[src/spm_pkg.sv]
/*
 * package for the serial port / address pin multiplexer: register map,
 * field positions, reset values, route codes and carrier structs.
 * assumes an ahb-lite register bus with 32-bit data and one slave.
 */
// Behaviour
// sp1 code 00: card ctrl second on pins
// sp1 code 01: audio second plus gpio 11:10
// sp1 code 10: gpio 11:6; 11 reserved
// sp0 code 00: card ctrl first on pins
// sp0 code 01: audio first plus gpio 5:4
// sp0 code 10: gpio 5:0; 11 reserved
// bits 7:6 read-only, writes ignored
// bit 5: addr 20 or gpio 26
// bit 4: addr 19 or gpio 25
// bit 3: addr 18 or gpio 24
// bit 2: addr 17 or gpio 23
// bit 1: addr 16 or gpio 22
// bit 0: addr 15 or gpio 21
// software resets affected peripherals after change
// all selection fields reset to zero
package spm_pkg;
   // ----------------------------------------
   // register map
   // ----------------------------------------
   localparam logic [11:0] EXT_BUS_SEL_OFS  = 12'h000;
   localparam logic [15:0] EXT_BUS_SEL_RST  = 16'h0000;
   localparam logic [15:0] EXT_BUS_SEL_WMSK = 16'h0F3F;
   localparam int          SP1_LSB          = 10;
   localparam int          SP0_LSB          = 8;
   localparam int          ADDR_SEL_W       = 6;

   // ----------------------------------------
   // route codes
   // ----------------------------------------
   localparam logic [1:0] ROUTE_CARD  = 2'h0;
   localparam logic [1:0] ROUTE_AUDIO = 2'h1;
   localparam logic [1:0] ROUTE_GPIO  = 2'h2;

   localparam logic [1:0] HTRANS_NONSEQ = 2'h2;
   localparam logic [2:0] HSIZE_WORD    = 3'h2;

   // ----------------------------------------
   // carriers
   // ----------------------------------------
   typedef struct packed {
      logic [5:0] o;
      logic [5:0] oe;
   } spm_pins_t;

   typedef struct packed {
      logic [1:0] sp1;
      logic [1:0] sp0;
      logic [5:0] addr;
   } spm_sel_t;
endpackage

[src/spm_mux.sv]
/*
 * external bus select register with ahb-lite slave and the pin routing
 * that it steers for both serial ports and six upper address pins.
 * assumes pin inputs come from pads (synchronised here); peripheral
 * outputs are on clk.
 */
// Implementation choices: the address map and the AHB-Lite slave port.
`timescale 1ns/1ns
module spm_mux
   import spm_pkg::*;
(
   input  wire logic        clk,
   input  wire logic        nrst,
   input  wire logic        hsel,
   input  wire logic [11:0] haddr,
   input  wire logic [1:0]  htrans,
   input  wire logic        hwrite,
   input  wire logic [2:0]  hsize,
   input  wire logic [31:0] hwdata,
   input  wire logic        hready,
   output logic      [31:0] hrdata,
   output logic             hreadyout,
   output logic             hresp,
   // serial port 0 and 1 pads
   input  wire logic [5:0]  sp0_pin_in,
   output spm_pins_t        sp0_pin,
   input  wire logic [5:0]  sp1_pin_in,
   output spm_pins_t        sp1_pin,
   // card controllers
   input  wire spm_pins_t   card_ctrl_first_out,
   output logic      [5:0]  card_ctrl_first_in,
   input  wire spm_pins_t   card_ctrl_second_out,
   output logic      [5:0]  card_ctrl_second_in,
   // audio ports, four signals each
   input  wire logic [7:0]  audio_port_first_out,
   output logic      [3:0]  audio_port_first_in,
   input  wire logic [7:0]  audio_port_second_out,
   output logic      [3:0]  audio_port_second_in,
   // gpio lines 0..11 and 21..26
   input  wire logic [11:0] general_io_line_out,
   input  wire logic [11:0] general_io_line_oe,
   output logic      [11:0] general_io_line_in,
   input  wire logic [5:0]  gpio_hi_out,
   input  wire logic [5:0]  gpio_hi_oe,
   output logic      [5:0]  gpio_hi_in,
   // memory interface address lines 15..20
   input  wire logic [5:0]  ext_mem_addr_out,
   input  wire logic [5:0]  addr_pin_in,
   output spm_pins_t        addr_pin,
   output spm_sel_t         sel_state
);
   // ----------------------------------------
   // reset and pad synchronisers
   // ----------------------------------------
   logic        rst_s1_ff, rst_n_ff;
   logic [17:0] pin_s1_ff, pin_s2_ff;
   always_ff @(posedge clk or negedge nrst) begin
      if (!nrst) begin
         rst_s1_ff <= 1'b0;
         rst_n_ff  <= 1'b0;
      end else begin
         rst_s1_ff <= 1'b1;
         rst_n_ff  <= rst_s1_ff;
      end
   end
   always_ff @(posedge clk or negedge rst_n_ff) begin
      if (!rst_n_ff) begin
         pin_s1_ff <= 18'h00000;
         pin_s2_ff <= 18'h00000;
      end else begin
         pin_s1_ff <= {addr_pin_in, sp1_pin_in, sp0_pin_in};
         pin_s2_ff <= pin_s1_ff;
      end
   end
   wire [5:0] sp0_in = pin_s2_ff[5:0];
   wire [5:0] sp1_in = pin_s2_ff[11:6];
   wire [5:0] ad_in  = pin_s2_ff[17:12];

   // ----------------------------------------
   // ahb-lite slave, zero wait
   // ----------------------------------------
   logic        wr_pend_ff, rd_hit_ff;
   logic [15:0] sel_ff;
   wire         acc     = hsel & hready & (htrans == HTRANS_NONSEQ);
   wire         hit     = haddr == EXT_BUS_SEL_OFS;
   wire  [15:0] nxt_sel = (hwdata[15:0] & EXT_BUS_SEL_WMSK)
                          | (sel_ff & ~EXT_BUS_SEL_WMSK);
   always_ff @(posedge clk or negedge rst_n_ff) begin
      if (!rst_n_ff) begin
         wr_pend_ff <= 1'b0;
         rd_hit_ff  <= 1'b0;
         sel_ff     <= EXT_BUS_SEL_RST;
      end else begin
         wr_pend_ff <= acc & hwrite & hit;
         rd_hit_ff  <= acc & ~hwrite & hit;
         if (wr_pend_ff)
            sel_ff <= nxt_sel;
      end
   end
   // unmapped reads answer zero; writes there are dropped
   assign hrdata    = rd_hit_ff ? {16'h0000, sel_ff} : 32'h00000000;
   assign hreadyout = 1'b1;
   assign hresp     = 1'b0;

   // ----------------------------------------
   // pin routing
   // ----------------------------------------
   // software must reset peripherals after a change; no glitch guard here
   wire [1:0] sp1_route = sel_ff[SP1_LSB +: 2];
   wire [1:0] sp0_route = sel_ff[SP0_LSB +: 2];
   wire [5:0] a_sel     = sel_ff[ADDR_SEL_W-1:0];
   assign sel_state = '{sp1: sp1_route, sp0: sp0_route, addr: a_sel};

   // one port: card pins, or audio(4 low) + gpio pair high, or six gpio
   function automatic spm_pins_t port_out(input logic [1:0] r,
                                          input spm_pins_t card,
                                          input logic [7:0] aud,
                                          input logic [5:0] go,
                                          input logic [5:0] ge);
      spm_pins_t p;
      p = '{o: 6'h00, oe: 6'h00};
      unique case (r)
         ROUTE_CARD:  p = card;
         ROUTE_AUDIO: p = '{o: {go[5:4], aud[3:0]}, oe: {ge[5:4], aud[7:4]}};
         ROUTE_GPIO:  p = '{o: go, oe: ge};
         default:     p = '{o: 6'h00, oe: 6'h00};
      endcase
      return p;
   endfunction

   assign sp1_pin = port_out(sp1_route, card_ctrl_second_out, audio_port_second_out,
                             general_io_line_out[11:6], general_io_line_oe[11:6]);
   assign sp0_pin = port_out(sp0_route, card_ctrl_first_out, audio_port_first_out,
                             general_io_line_out[5:0], general_io_line_oe[5:0]);

   assign card_ctrl_second_in  = (sp1_route == ROUTE_CARD) ? sp1_in : 6'h00;
   assign card_ctrl_first_in   = (sp0_route == ROUTE_CARD) ? sp0_in : 6'h00;
   assign audio_port_second_in = (sp1_route == ROUTE_AUDIO) ? sp1_in[3:0] : 4'h0;
   assign audio_port_first_in  = (sp0_route == ROUTE_AUDIO) ? sp0_in[3:0] : 4'h0;
   assign general_io_line_in[11:10] = (sp1_route == ROUTE_AUDIO || sp1_route == ROUTE_GPIO)
                                      ? sp1_in[5:4] : 2'h0;
   assign general_io_line_in[9:6]   = (sp1_route == ROUTE_GPIO) ? sp1_in[3:0] : 4'h0;
   assign general_io_line_in[5:4]   = (sp0_route == ROUTE_AUDIO || sp0_route == ROUTE_GPIO)
                                      ? sp0_in[5:4] : 2'h0;
   assign general_io_line_in[3:0]   = (sp0_route == ROUTE_GPIO) ? sp0_in[3:0] : 4'h0;

   // address pins: memory interface drives always when selected
   assign addr_pin.o  = (a_sel & gpio_hi_out) | (~a_sel & ext_mem_addr_out);
   assign addr_pin.oe = (a_sel & gpio_hi_oe) | ~a_sel;
   assign gpio_hi_in  = a_sel & ad_in;

   // ----------------------------------------
   // assertions
   // ----------------------------------------
   a_sp1_card_route: assert property (@(posedge clk) disable iff (!rst_n_ff)
      sp1_route == ROUTE_CARD |-> sp1_pin == card_ctrl_second_out)
      else $error("sp1 card route wrong");
   a_sp1_audio_route: assert property (@(posedge clk) disable iff (!rst_n_ff)
      sp1_route == ROUTE_AUDIO |-> sp1_pin.o[3:0] == audio_port_second_out[3:0]
      && sp1_pin.o[5:4] == general_io_line_out[11:10])
      else $error("sp1 audio route wrong");
   a_sp1_gpio_route: assert property (@(posedge clk) disable iff (!rst_n_ff)
      sp1_route == ROUTE_GPIO |-> sp1_pin.o == general_io_line_out[11:6])
      else $error("sp1 gpio route wrong");
   a_sp0_card_route: assert property (@(posedge clk) disable iff (!rst_n_ff)
      sp0_route == ROUTE_CARD |-> sp0_pin == card_ctrl_first_out)
      else $error("sp0 card route wrong");
   a_sp0_audio_route: assert property (@(posedge clk) disable iff (!rst_n_ff)
      sp0_route == ROUTE_AUDIO |-> sp0_pin.oe[3:0] == audio_port_first_out[7:4]
      && sp0_pin.o[3:0] == audio_port_first_out[3:0]
      && sp0_pin.o[5:4] == general_io_line_out[5:4])
      else $error("sp0 audio route wrong");
   a_sp0_gpio_route: assert property (@(posedge clk) disable iff (!rst_n_ff)
      sp0_route == ROUTE_GPIO |-> sp0_pin.oe == general_io_line_oe[5:0]
      && sp0_pin.o == general_io_line_out[5:0])
      else $error("sp0 gpio route wrong");
   a_reserved_bits_zero: assert property (@(posedge clk) disable iff (!rst_n_ff)
      wr_pend_ff |=> sel_ff[7:6] == 2'h0 && sel_ff[15:12] == 4'h0)
      else $error("reserved bits changed");
   a_write_lands: assert property (@(posedge clk) disable iff (!rst_n_ff)
      wr_pend_ff |=> sel_ff[5:0] == $past(hwdata[5:0]))
      else $error("address select write lost");
   a_addr_mem_drive: assert property (@(posedge clk) disable iff (!rst_n_ff)
      !a_sel[0] |-> addr_pin.oe[0] && addr_pin.o[0] == ext_mem_addr_out[0])
      else $error("addr 15 not memory driven");
   a_reset_clear: assert property (@(posedge clk)
      $rose(rst_n_ff) |-> sel_ff == EXT_BUS_SEL_RST)
      else $error("select not clear after reset");
   c_write_sel: cover property (@(posedge clk) disable iff (!rst_n_ff) wr_pend_ff);
   c_read_sel: cover property (@(posedge clk) disable iff (!rst_n_ff) rd_hit_ff);
   c_sp1_audio: cover property (@(posedge clk) disable iff (!rst_n_ff)
      sp1_route == ROUTE_AUDIO);
   c_addr_gpio: cover property (@(posedge clk) disable iff (!rst_n_ff) a_sel == 6'h3F);
endmodule

[config.mk]
export PLATFORM = sky130hd
export DESIGN_NAME = spm_mux
export DESIGN_NICKNAME = d
export VERILOG_FILES = /design/src/spm_pkg.sv /design/src/spm_mux.sv
export SDC_FILE = /design/constraint.sdc
export NUM_CORES = 1
export LEC_CHECK = 0
export BUFFER_PORTS_ARGS = -buffer_cell sky130_fd_sc_hd__buf_2
export CAP_MARGIN = 20
export CORE_AREA = 2 2 105 107
export DETAILED_ROUTE_END_ITERATION = 6
export DIE_AREA = 0 0 107 109
export PLACE_DENSITY = 0.67
export RECOVER_POWER = 50
export SETUP_SLACK_MARGIN = 0.2
export SLEW_MARGIN = 20
export SYNTH_ARGS = -nofsm -noshare
export SYNTH_HDL_FRONTEND = slang
export SYNTH_SLANG_ARGS = --single-unit
[constraint.sdc]
create_clock -name clk -period 1.6 [get_ports clk]
set_input_delay 0.32 -clock clk [delete_from_list [all_inputs] [get_ports clk]]
set_output_delay 0.32 -clock clk [all_outputs]
set_load 0.02 [all_outputs]
Word-level counts from Yosys, hierarchy flattened
Index checks and enable logic that the tools add are counted.
W data, S select, Z words.
{"block": "word_totals", "elab_cells": 43, "register_bits": 56, "inputBits": 154, "out_inout_bits": 118}
{"block": "classes", "n_reduce_logical": 5, "eq_ne": 5, "bitwise": 15, "mux": 11}
{"op": "$pmux W12 S3", "n": 2}
{"op": "$and A6 B6 Y6", "n": 4}
{"op": "$mux W16", "n": 1}
{"op": "$mux W4", "n": 4}
{"op": "$or A12 B16 Y16", "n": 1}
{"op": "$logic_not A12 Y1", "n": 1}
{"op": "$mux W6", "n": 2}
{"op": "$or A6 B6 Y6", "n": 2}
{"op": "$and A1 B1 Y1", "n": 6}
{"op": "$eq A2 B2 Y1 const B", "n": 3}
{"op": "$not A6 Y6", "n": 1}
{"op": "$eq A2 B1 Y1 const B", "n": 2}
{"op": "$logic_not A2 Y1", "n": 2}
{"op": "$mux W2", "n": 2}
{"op": "$logic_or A1 B1 Y1", "n": 2}
{"op": "$not A1 Y1", "n": 1}

Logic depth before layout (Yosys ltp)
Gate-level depths: netlist of the first run.
{"block": "depth", "word_depth": 4, "mapped_depth": 6, "ltp_nobuf": 4}

Least setup slack after synthesis of the first run
No wires, ideal clock.
{"block": "synth_timing", "path_kind": "register to output", "start": "reg sel_ff[10]", "end": "out sp1_pin[10] (netlist bit)", "t_required_ns": 1.280, "path_slack_ns": -0.177, "arrival_time_ns": 1.457, "path_buffers": 2, "stages_incl_launch_ff": 7, "cell_sequence": "dfrtp_1 inv_1 ha_1 buf_2 clkbuf_2 nand2_1 a21oi_1"}
{"element": "start: declaration", "line": "spm_mux.sv:83", "source": "logic [15:0] sel_ff;"}
{"element": "start signal: assignment", "line": "spm_mux.sv:97", "source": "sel_ff <= nxt_sel;"}
{"element": "end: declaration", "line": "spm_mux.sv:28", "source": "output spm_pins_t sp1_pin,"}

==> flow_summary.json, run 1 <==
{
  "outcome": "finished, violations left",
  "violations": "negative setup slack",
  "fin_area_sq_um": 5200,
  "first_iter_violations": 179,
  "cts.path.max_buffers": 2,
  "hp-class": "input port to register",
  "place_inst": 611,
  "synth_area_sq_um": 2520,
  "setup-violations-final": 56,
  "ys_seq_elements": 50,
  "power_uw": 2350,
  "timing.fmax_ghz": 0.509,
  "critical_path_arrival_ns": 1.64,
  "die_y_um": 109,
  "timing.final.ws_setup_ns": -0.364,
  "tightest_slew_ns": 0.550,
  "rrSetupSlack_ns": 0.43,
  "rsz0062_at_grt": "yes",
  "startpoint_type": "register",
  "cts_inserted_buffers": 5,
  "startpoint": "sel_ff[8]",
  "most-common-layout-cells": "141 x buf_2, 96 x buf_6, 46 x and2_4, 43 x dfrtp_1, 29 x buf_4",
  "fin_crit_ns": 1.96,
  "num_rows": 38,
  "maxCapViolations": 0,
  "cts_tree": "built",
  "nNetsFinal": 667,
  "crit_path_end": "sp0_pin[6]",
  "io_buffers": 222,
  "worstHoldStart": "sp0_pin_in[0]",
  "synth_top_area_cell": "dfrtp_1",
  "final_hold_viol_count": 0,
  "irDropWorstVdd_v": 0.000557,
  "cp_max_fo": 7,
  "p_per_area_nw_per_um2": 452,
  "rr_worst_depth": 1,
  "grt_usage_pct": 14.8,
  "min_period_over_period_pct": 123,
  "dieArea_sq_um": 11700,
  "cp_slowest_cell": "dfrtp_2",
  "avgSynthCellArea_sq_um": 10.6,
  "core-area_sq_um": 10600,
  "wl_um": 9390,
  "antennaDiodeCount": 0,
  "initial_core_util_pct": 23.7,
  "syn2layout_area_growth_pct": 107,
  "num_io_pins": 272,
  "grt_pass1_wl_um": 13600,
  "syn-instance-count": 237,
  "reg2reg_from": "rst_n_ff",
  "crit_top_cell": "buf_6",
  "slew_viol_final": 0,
  "setup_tns_ns": -14.05,
  "grt_pass1_vias": 2849,
  "path_class": "register to output port",
  "num_vias": 2797,
  "fp.dieW_um": 107,
  "mostFrequentLayoutCell": "buf_2",
  "drc_errors": 0,
  "yosys_warnings": 0,
  "relSlewSlack_pct": 63.4,
  "ys.flop_type": "dfrtp_1",
  "grt_max_degree": 35,
  "cts_sinks": 50,
  "seqCellArea_sq_um": 1260,
  "layout-drive-gt1-share_pct": 78.3,
  "cts.clk_slew.worst_paths_ns": 0.08,
  "overflow": 0,
  "skew_ns": 0.00301,
  "cp-end-kind": "output port",
  "required_ns": 1.28,
  "insertion_delay_ns": 0.29,
  "cts-root-buf": "clkbuf_8",
  "rr_endpoint": "sel_ff[1]",
  "synthDistinctLibCells": 23,
  "synth_seq_area_share_pct": 49.7,
  "synthArstFlopShare_pct": 100,
  "power_leakage_uw": 0.00257,
  "postRouteAntennaNets": 0,
  "dpl-instance-area_sq_um": 4110,
  "synth_edf_count": 0,
  "max_stage_delay_ns": 0.43,
  "antenna_found_initial": 0,
  "multiInputGateArea_sq_um": 1530,
  "synth_top_area_share_pct": 49.7,
  "gp_congestion": 0.754,
  "synthTopCellsByArea": "dfrtp_1 50%, and2_1 11%, buf_4 7.8%",
  "finalNonFillerCells": 646,
  "wl_per_cell_um": 14.5,
  "viasPerCell": 4.33,
  "firstDrtPassIters": 4,
  "fillers": 918,
  "dp_hpwl_um": 6650,
  "htreeDepth": 2,
  "worstPathCellList": "inv_4 > ha_4 > buf_6 > a222oi_1 > nor2_2 > buf_6"
}
-- what timing repair did --
action / 4_1_cts / 5_1_grt
hold buffers: 1 / 0
setup buffers: 17 / 8
endpoints found under the setup margin: 77 / 88
hold endpoints to repair: 2 / 0
cloned: 1 / 0
pin swaps: 22 / 12
gates resized for setup: 198 / 43
-- how the worst min path moves through the flow --
stage                              end  depth (start not counted)
final                     pin_s1_ff[0]                          1
after global routing      pin_s1_ff[0]                          1
after CTS                 pin_s1_ff[0]                          1
after detailed placement     rst_s1_ff                          1
after global placement       rst_s1_ff                          1
after floorplan               rst_n_ff                          0
-- metrics by stage --
stage               hold slack, ns  worst slack (ns)  utilization (%)
finish                       0.130            -0.364             49.1
global route                 0.103            -0.455             49.1
CTS                          0.118            -0.388             47.2
detailed placement           0.109            -0.124             38.7
global placement             0.107           -0.0957             38.7
floorplan                   0.0244           -0.0172                -
-- critical path: cells and delay by family (launching register included) --
| family | cells | cell delay, ns |
|---|---|---|
| AOI/OAI and AO/OA | 1 | 0.36 |
| adders and majority gates | 1 | 0.17 |
| buffers and inverters | 3 | 0.33 |
| DFF | 1 | 0.43 |
| and+or+nand+nor | 1 | 0.07 |
-- cell type report --
| type | count | share of cell area (%) |
|---|---|---|
| inverter | 5 | 0.553 |
| timing repair buffer | 273 | 40.7 |
| sequential | 50 | 24.2 |
| tap | 140 | 3.37 |
| multi-input combinational | 170 | 29.4 |
| clock buffer | 8 | 1.73 |
-- kinds of logic (layout without fill, tap and decap cells) --
| kind of cell | after synthesis | in the layout | share of synthesized area, % |
|---|---|---|---|
| buffers and inverters | 40 | 286 | 10.7 |
| muxes | 12 | 12 | 5.37 |
| adders and majority gates | 8 | 8 | 3.98 |
| other | 2 | 25 | 0.298 |
| and+or+nand+nor | 89 | 89 | 19.6 |
| AOI/OAI and AO/OA | 36 | 36 | 10.3 |
| DFF | 50 | 50 | 49.7 |
-- cell usage after synthesis (5+ instances only) --
cell      instances
a21oi_1           8
a222oi_1         16
and2_1           44
buf_4            26
dfrtp_1          50
ha_1              8
inv_1             5
mux2_2           12
nand2_1          12
nand2b_1          6
nor2_1           18
o21ai_0           8
-- routing by layer --
metal	part of all wire (%)	GRT usage, %
met5	0	0
met4	1.1	3.90
met3	7.3	2.39
met2	56	29.0
met1	35	16.5
-- registers in the layout, summed over array words and instances, names as in the netlist --
register,cells
pin_s1_ff,18
pin_s2_ff,18
sel_ff,10
rd_hit_ff,1
rst_n_ff,1
rst_s1_ff,1
wr_pend_ff,1
-- power by group --
| group | switching (uW) | internal (uW) |
|---|---|---|
| clock network | 365 | 353 |
| logic | 145 | 149 |
| registers | 28.7 | 1310 |
(Power assumes the default switching activity.)
==> run 2, diff against run 1 <==
--- a/config.mk
+++ b/config.mk
@@ -10,7 +10,7 @@
 export CORE_AREA = 2 2 105 107
 export DETAILED_ROUTE_END_ITERATION = 6
 export DIE_AREA = 0 0 107 109
-export PLACE_DENSITY = 0.67
+export PLACE_DENSITY = 0.7
 export RECOVER_POWER = 50
 export SETUP_SLACK_MARGIN = 0.2
 export SLEW_MARGIN = 20
==> constraint.sdc (replaced) <==
create_clock -name clk -period 1.8 [get_ports clk]
set_input_delay 0.36 -clock clk [delete_from_list [all_inputs] [get_ports clk]]
set_output_delay 0.36 -clock clk [all_outputs]
set_load 0.02 [all_outputs]
==> flow_summary.json, run 2 (same netlist as run 1, synthesis figures left out) <==
{
  "first_iter_violations": 148,
  "cts_sinks": 50,
  "grt_pass1_vias": 2767,
  "initial_core_util_pct": 23.7,
  "finalNonFillerCells": 647,
  "io_buffers": 222,
  "cts.clk_slew.worst_paths_ns": 0.09,
  "viasPerCell": 4.34,
  "insertion_delay_ns": 0.30,
  "outcome": "finished, violations left",
  "firstDrtPassIters": 5,
  "final_hold_viol_count": 0,
  "hp-class": "input port to register",
  "startpoint_type": "register",
  "antennaDiodeCount": 0,
  "num_io_pins": 272,
  "cts-root-buf": "clkbuf_8",
  "cts_tree": "built",
  "antenna_found_initial": 0,
  "core-area_sq_um": 10600,
  "fillers": 961,
  "cts_inserted_buffers": 5,
  "place_inst": 593,
  "postRouteAntennaNets": 0,
  "grt_max_degree": 49,
  "fin_crit_ns": 2.06,
  "wl_per_cell_um": 14.6,
  "irDropWorstVdd_v": 0.000493,
  "mostFrequentLayoutCell": "buf_2",
  "cp-end-kind": "output port",
  "htreeDepth": 2,
  "path_class": "register to output port",
  "timing.final.ws_setup_ns": -0.259,
  "layout-drive-gt1-share_pct": 75.1,
  "timing.fmax_ghz": 0.486,
  "required_ns": 1.44,
  "dieArea_sq_um": 11700,
  "num_rows": 38,
  "num_vias": 2807,
  "power_leakage_uw": 0.00247,
  "nNetsFinal": 668,
  "dp_hpwl_um": 6400,
  "skew_ns": 0.00793,
  "p_per_area_nw_per_um2": 420,
  "maxCapViolations": 0,
  "timing.hold.ws_ns": 0.159,
  "critical_path_arrival_ns": 1.70,
  "slew_viol_final": 0,
  "gp_congestion": 0.735,
  "violations": "negative setup slack",
  "most-common-layout-cells": "167 x buf_2, 75 x buf_6, 42 x dfrtp_1, 33 x and2_4, 25 x conb_1",
  "tightest_slew_ns": 1.17,
  "overflow": 0,
  "wl_um": 9460,
  "top_regs": "pin_s1_ff x18, pin_s2_ff x18, sel_ff x10",
  "die_y_um": 109,
  "grt_usage_pct": 14.8,
  "min_period_over_period_pct": 114,
  "pre_cts_slack_ns": -0.0102,
  "rsz0062_at_grt": "yes",
  "drc_errors": 0,
  "cp_max_fo": 8,
  "grt_pass1_wl_um": 13400,
  "syn2layout_area_growth_pct": 98.6,
  "setup-violations-final": 52,
  "fp.dieW_um": 107,
  "relSlewSlack_pct": 22.1,
  "cts.path.max_buffers": 2
}
## run 2: layer usage
layer  part of all wire (%)  GRT usage [%]
met4                    1.2           4.36
met2                     55           28.1
met5                      0              0
met1                     37           16.9
met3                    7.1           2.81
## run 2: critical path, stage by stage (launching register included)
cell      delay, ns
dfrtp_2        0.46
ha_4           0.21
buf_6          0.14
a222oi_1       0.36
nor2_2         0.08
buf_6          0.14
## run 2: through the flow
stage / power [uW] / setup TNS, ns / util [%] / instance area [sq um]
finish: 2100 / -6.79 / 47.1 / 5000
global route: 2200 / -10.37 / 47.1 / 5000
floorplan: 1320 / 0 / - / 2820
detailed placement: 1440 / -0.0137 / 36.5 / 3860
global placement: 1430 / 0 / 36.5 / 3860
CTS: 2120 / -5.90 / 43.2 / 4580
## run 2: power breakdown
group | internal (uW) | leakage (uW) | switching (uW)
Clock | 314 | 0.0000455 | 346
Sequential | 1170 | 0.000582 | 20.3
Combinational | 122 | 0.00184 | 130
Total | 1600 | 0.00247 | 495
## run 2: path summary, 6_finish.rpt
path	startpoint	to	slack, ns	cells after the start
worst max-delay path	sel_ff[10]	sp1_pin[9]	-0.26	5
worst min register to register	pin_s1_ff[14]	pin_s2_ff[14]	0.35	0
max in group asynchronous	rst_n_ff	sel_ff[1]	0.43	1
min in group asynchronous	nrst	rst_n_ff	0.38	2
worst max register to register	rst_n_ff	sel_ff[1]	0.43	1
worst min-delay path	sp0_pin_in[2]	pin_s1_ff[2]	0.16	1
## run 2: area by class of cell
cell class                      count  area [sq um]  area share [%]
Tap cell                          140           175            3.51
Clock buffer                        8          90.1            1.80
Inverter                            5          28.8           0.576
Sequential cell                    50          1260            25.2
Multi-Input combinational cell    170          1460            29.2
Timing Repair Buffer              274          1980            39.7
## run 2: repair_timing
item / in CTS / in global routing
hold buffers: 1 / 0
pin swaps: 13 / 18
resized for setup: 118 / 90
endpoints found under the setup margin: 71 / 62
hold endpoints to repair: 2 / 0
gates cloned: 1 / 0
buffers inserted: 30 / 14
==> run 3, diff against run 2 <==
--- a/config.mk
+++ b/config.mk
@@ -12,6 +12,7 @@
 export DIE_AREA = 0 0 107 109
 export PLACE_DENSITY = 0.7
 export RECOVER_POWER = 50
+export REMOVE_ABC_BUFFERS = 1
 export SETUP_SLACK_MARGIN = 0.2
 export SLEW_MARGIN = 20
 export SYNTH_ARGS = -nofsm -noshare
==> flow_summary.json, run 3 (same netlist as run 1, synthesis figures left out) <==
{
  "outcome": "finished, violations left",
  "violations": "negative setup slack",
  "mostFrequentLayoutCell": "buf_2",
  "hp-class": "input port to register",
  "power_frac_comb_pct": 10.6,
  "p_int_uw": 1740,
  "worstPathCellList": "inv_2 > buf_6 > ha_4 > buf_12 > a222oi_1 > nor2_1 > buf_4",
  "clock_power_share_pct": 36.5,
  "antennaDiodeCount": 0,
  "p_per_area_nw_per_um2": 482,
  "required_ns": 1.44,
  "timing.fmax_ghz": 0.482,
  "cts.path.max_buffers": 2,
  "wl_um": 9050,
  "most-common-layout-cells": "169 x buf_2, 45 x dfrtp_1, 44 x buf_6, 41 x buf_4, 27 x and2_4",
  "grt_usage_pct": 14.3,
  "worstHoldStart": "sp1_pin_in[1]",
  "place_inst": 600,
  "cts.clk_slew.worst_paths_ns": 0.10,
  "startpoint_type": "register",
  "cts-root-buf": "clkbuf_8",
  "rsz0062_at_grt": "yes",
  "max_stage_delay_ns": 0.40,
  "top_regs": "pin_s1_ff x18, pin_s2_ff x18, sel_ff x10",
  "dieArea_sq_um": 11700,
  "cp_num_buf_inv": 4,
  "fin_crit_ns": 2.07,
  "first_iter_violations": 162,
  "drc_errors": 0,
  "num_io_pins": 272,
  "viasPerCell": 4.32,
  "cts_inserted_buffers": 5,
  "holdPathStages": 1,
  "grt_pass1_wl_um": 12700,
  "layout-drive-gt1-share_pct": 67.7,
  "finalNonFillerCells": 639,
  "switching_share_pct": 22.9,
  "initial_core_util_pct": 23.7,
  "reg2reg_from": "rst_n_ff",
  "setup_tns_ns": -7.40,
  "seqCellArea_sq_um": 1260,
  "cts_tree": "built",
  "critical_path_arrival_ns": 1.71,
  "irDropWorstVdd_v": 0.000557,
  "power_frac_seq_pct": 52.9,
  "overflow": 0,
  "relSlewSlack_pct": 48.9,
  "min_period_over_period_pct": 115,
  "cp-end-kind": "output port",
  "setup-violations-final": 48,
  "maxCapViolations": 0,
  "wl_per_cell_um": 14.2,
  "firstDrtPassIters": 4,
  "power_uw": 2250,
  "die_y_um": 109,
  "antenna_found_initial": 0,
  "path_class": "register to output port",
  "grt_max_degree": 33,
  "utilization_pct": 44.1,
  "cp_max_fo": 5,
  "final_hold_viol_count": 0,
  "syn2layout_area_growth_pct": 85.7,
  "holdPathEnd": "pin_s1_ff[7]",
  "skew_ns": 0.0172,
  "htreeDepth": 2,
  "gp_congestion": 0.855,
  "timing.final.ws_setup_ns": -0.274,
  "slew_viol_final": 0,
  "num_vias": 2761,
  "insertion_delay_ns": 0.31,
  "power_leakage_uw": 0.00238,
  "num_rows": 38,
  "io_buffers": 222,
  "tightest_slew_ns": 0.766,
  "rr_worst_depth": 1,
  "nNetsFinal": 660,
  "core-area_sq_um": 10600,
  "rrSetupSlack_ns": 0.24,
  "dp_hpwl_um": 6430,
  "rr_endpoint": "rd_hit_ff",
  "postRouteAntennaNets": 0,
  "pre_cts_slack_ns": -0.0660,
  "cts_sinks": 50,
  "fp.dieW_um": 107,
  "cp_slowest_cell": "dfrtp_1",
  "grt_pass1_vias": 2602,
  "multiInputGateArea_sq_um": 1280,
  "critPathTopFamily": "buffers and inverters",
  "fillers": 1016,
  "p_switching_uw": 515
}
-- run 3: cell count changes in the layout (fill, tap and decap cells not counted), moves of 4 or more --
cell | previous run | this run
buf_4 | 24 | 41
a21oi_4 | 8 | 0
and2_4 | 33 | 27
and2_2 | 0 | 4
buf_6 | 75 | 44
a21oi_1 | 0 | 5
nor2_2 | 16 | 0
nand2_1 | 5 | 12
nor2_1 | 2 | 18
nand2_2 | 5 | 0
-- run 3: area by class of cell --
class	count	share of cell area, %
tap	140	3.75
clock inverter	1	0.643
sequential	50	26.9
clock buffer	7	1.85
multi-input combinational	170	27.4
timing repair buffer	266	39.0
inverter	5	0.455
-- run 3: power groups by stage --
stage | Sequential, uW | Combinational (uW) | Clock [uW]
4_1_cts | 1190 | 240 | 861
3_5_place_dp | 1210 | 232 | 0
5_1_grt | 1200 | 262 | 894
2_1_floorplan | 1210 | 67.1 | 0
6_report | 1190 | 239 | 823
3_3_place_gp | 1210 | 225 | 0
-- run 3: how the worst max path moves through the flow --
stage / from / to / slack, ns / cells after the start
after global placement: sel_ff[10] / sp1_pin[7] / -0.004 / 4
after CTS: sel_ff[10] / sp1_pin[7] / -0.33 / 7
final: sel_ff[10] / sp1_pin[7] / -0.27 / 7
after detailed placement: sel_ff[10] / sp1_pin[7] / -0.07 / 5
after global routing: sel_ff[9] / sp0_pin[9] / -0.39 / 6
after floorplan: sel_ff[8] / sp0_pin[10] / 0.002 / 4
-- run 3: metal layers --
metal  up-vias  part of all wire (%)  routed length, um  track usage, %
li1       1284                     -                  -               -
met3         8                   7.3                657            2.75
met1      1314                    37               3340            15.9
met4         0                   1.1                100            4.82
met5         -                     0                  0               0
met2       155                    55               4960            27.1
-- run 3: timing repair --
action / 4_1_cts / 5_1_grt
endpoints found under the setup margin: 72 / 63
setup buffers: 15 / 13
endpoints found under the hold margin: 2 / 0
hold buffers: 1 / 0
pin swaps: 20 / 10
gates resized for setup: 118 / 51
gates cloned: 2 / 0
-- run 3: through the flow --
step | area, sq um | hold WS (ns)
floorplan | 2350 | 0.0644
global placement | 3770 | 0.145
detailed placement | 3770 | 0.146
CTS | 4430 | 0.129
global route | 4670 | 0.126
finish | 4670 | 0.144
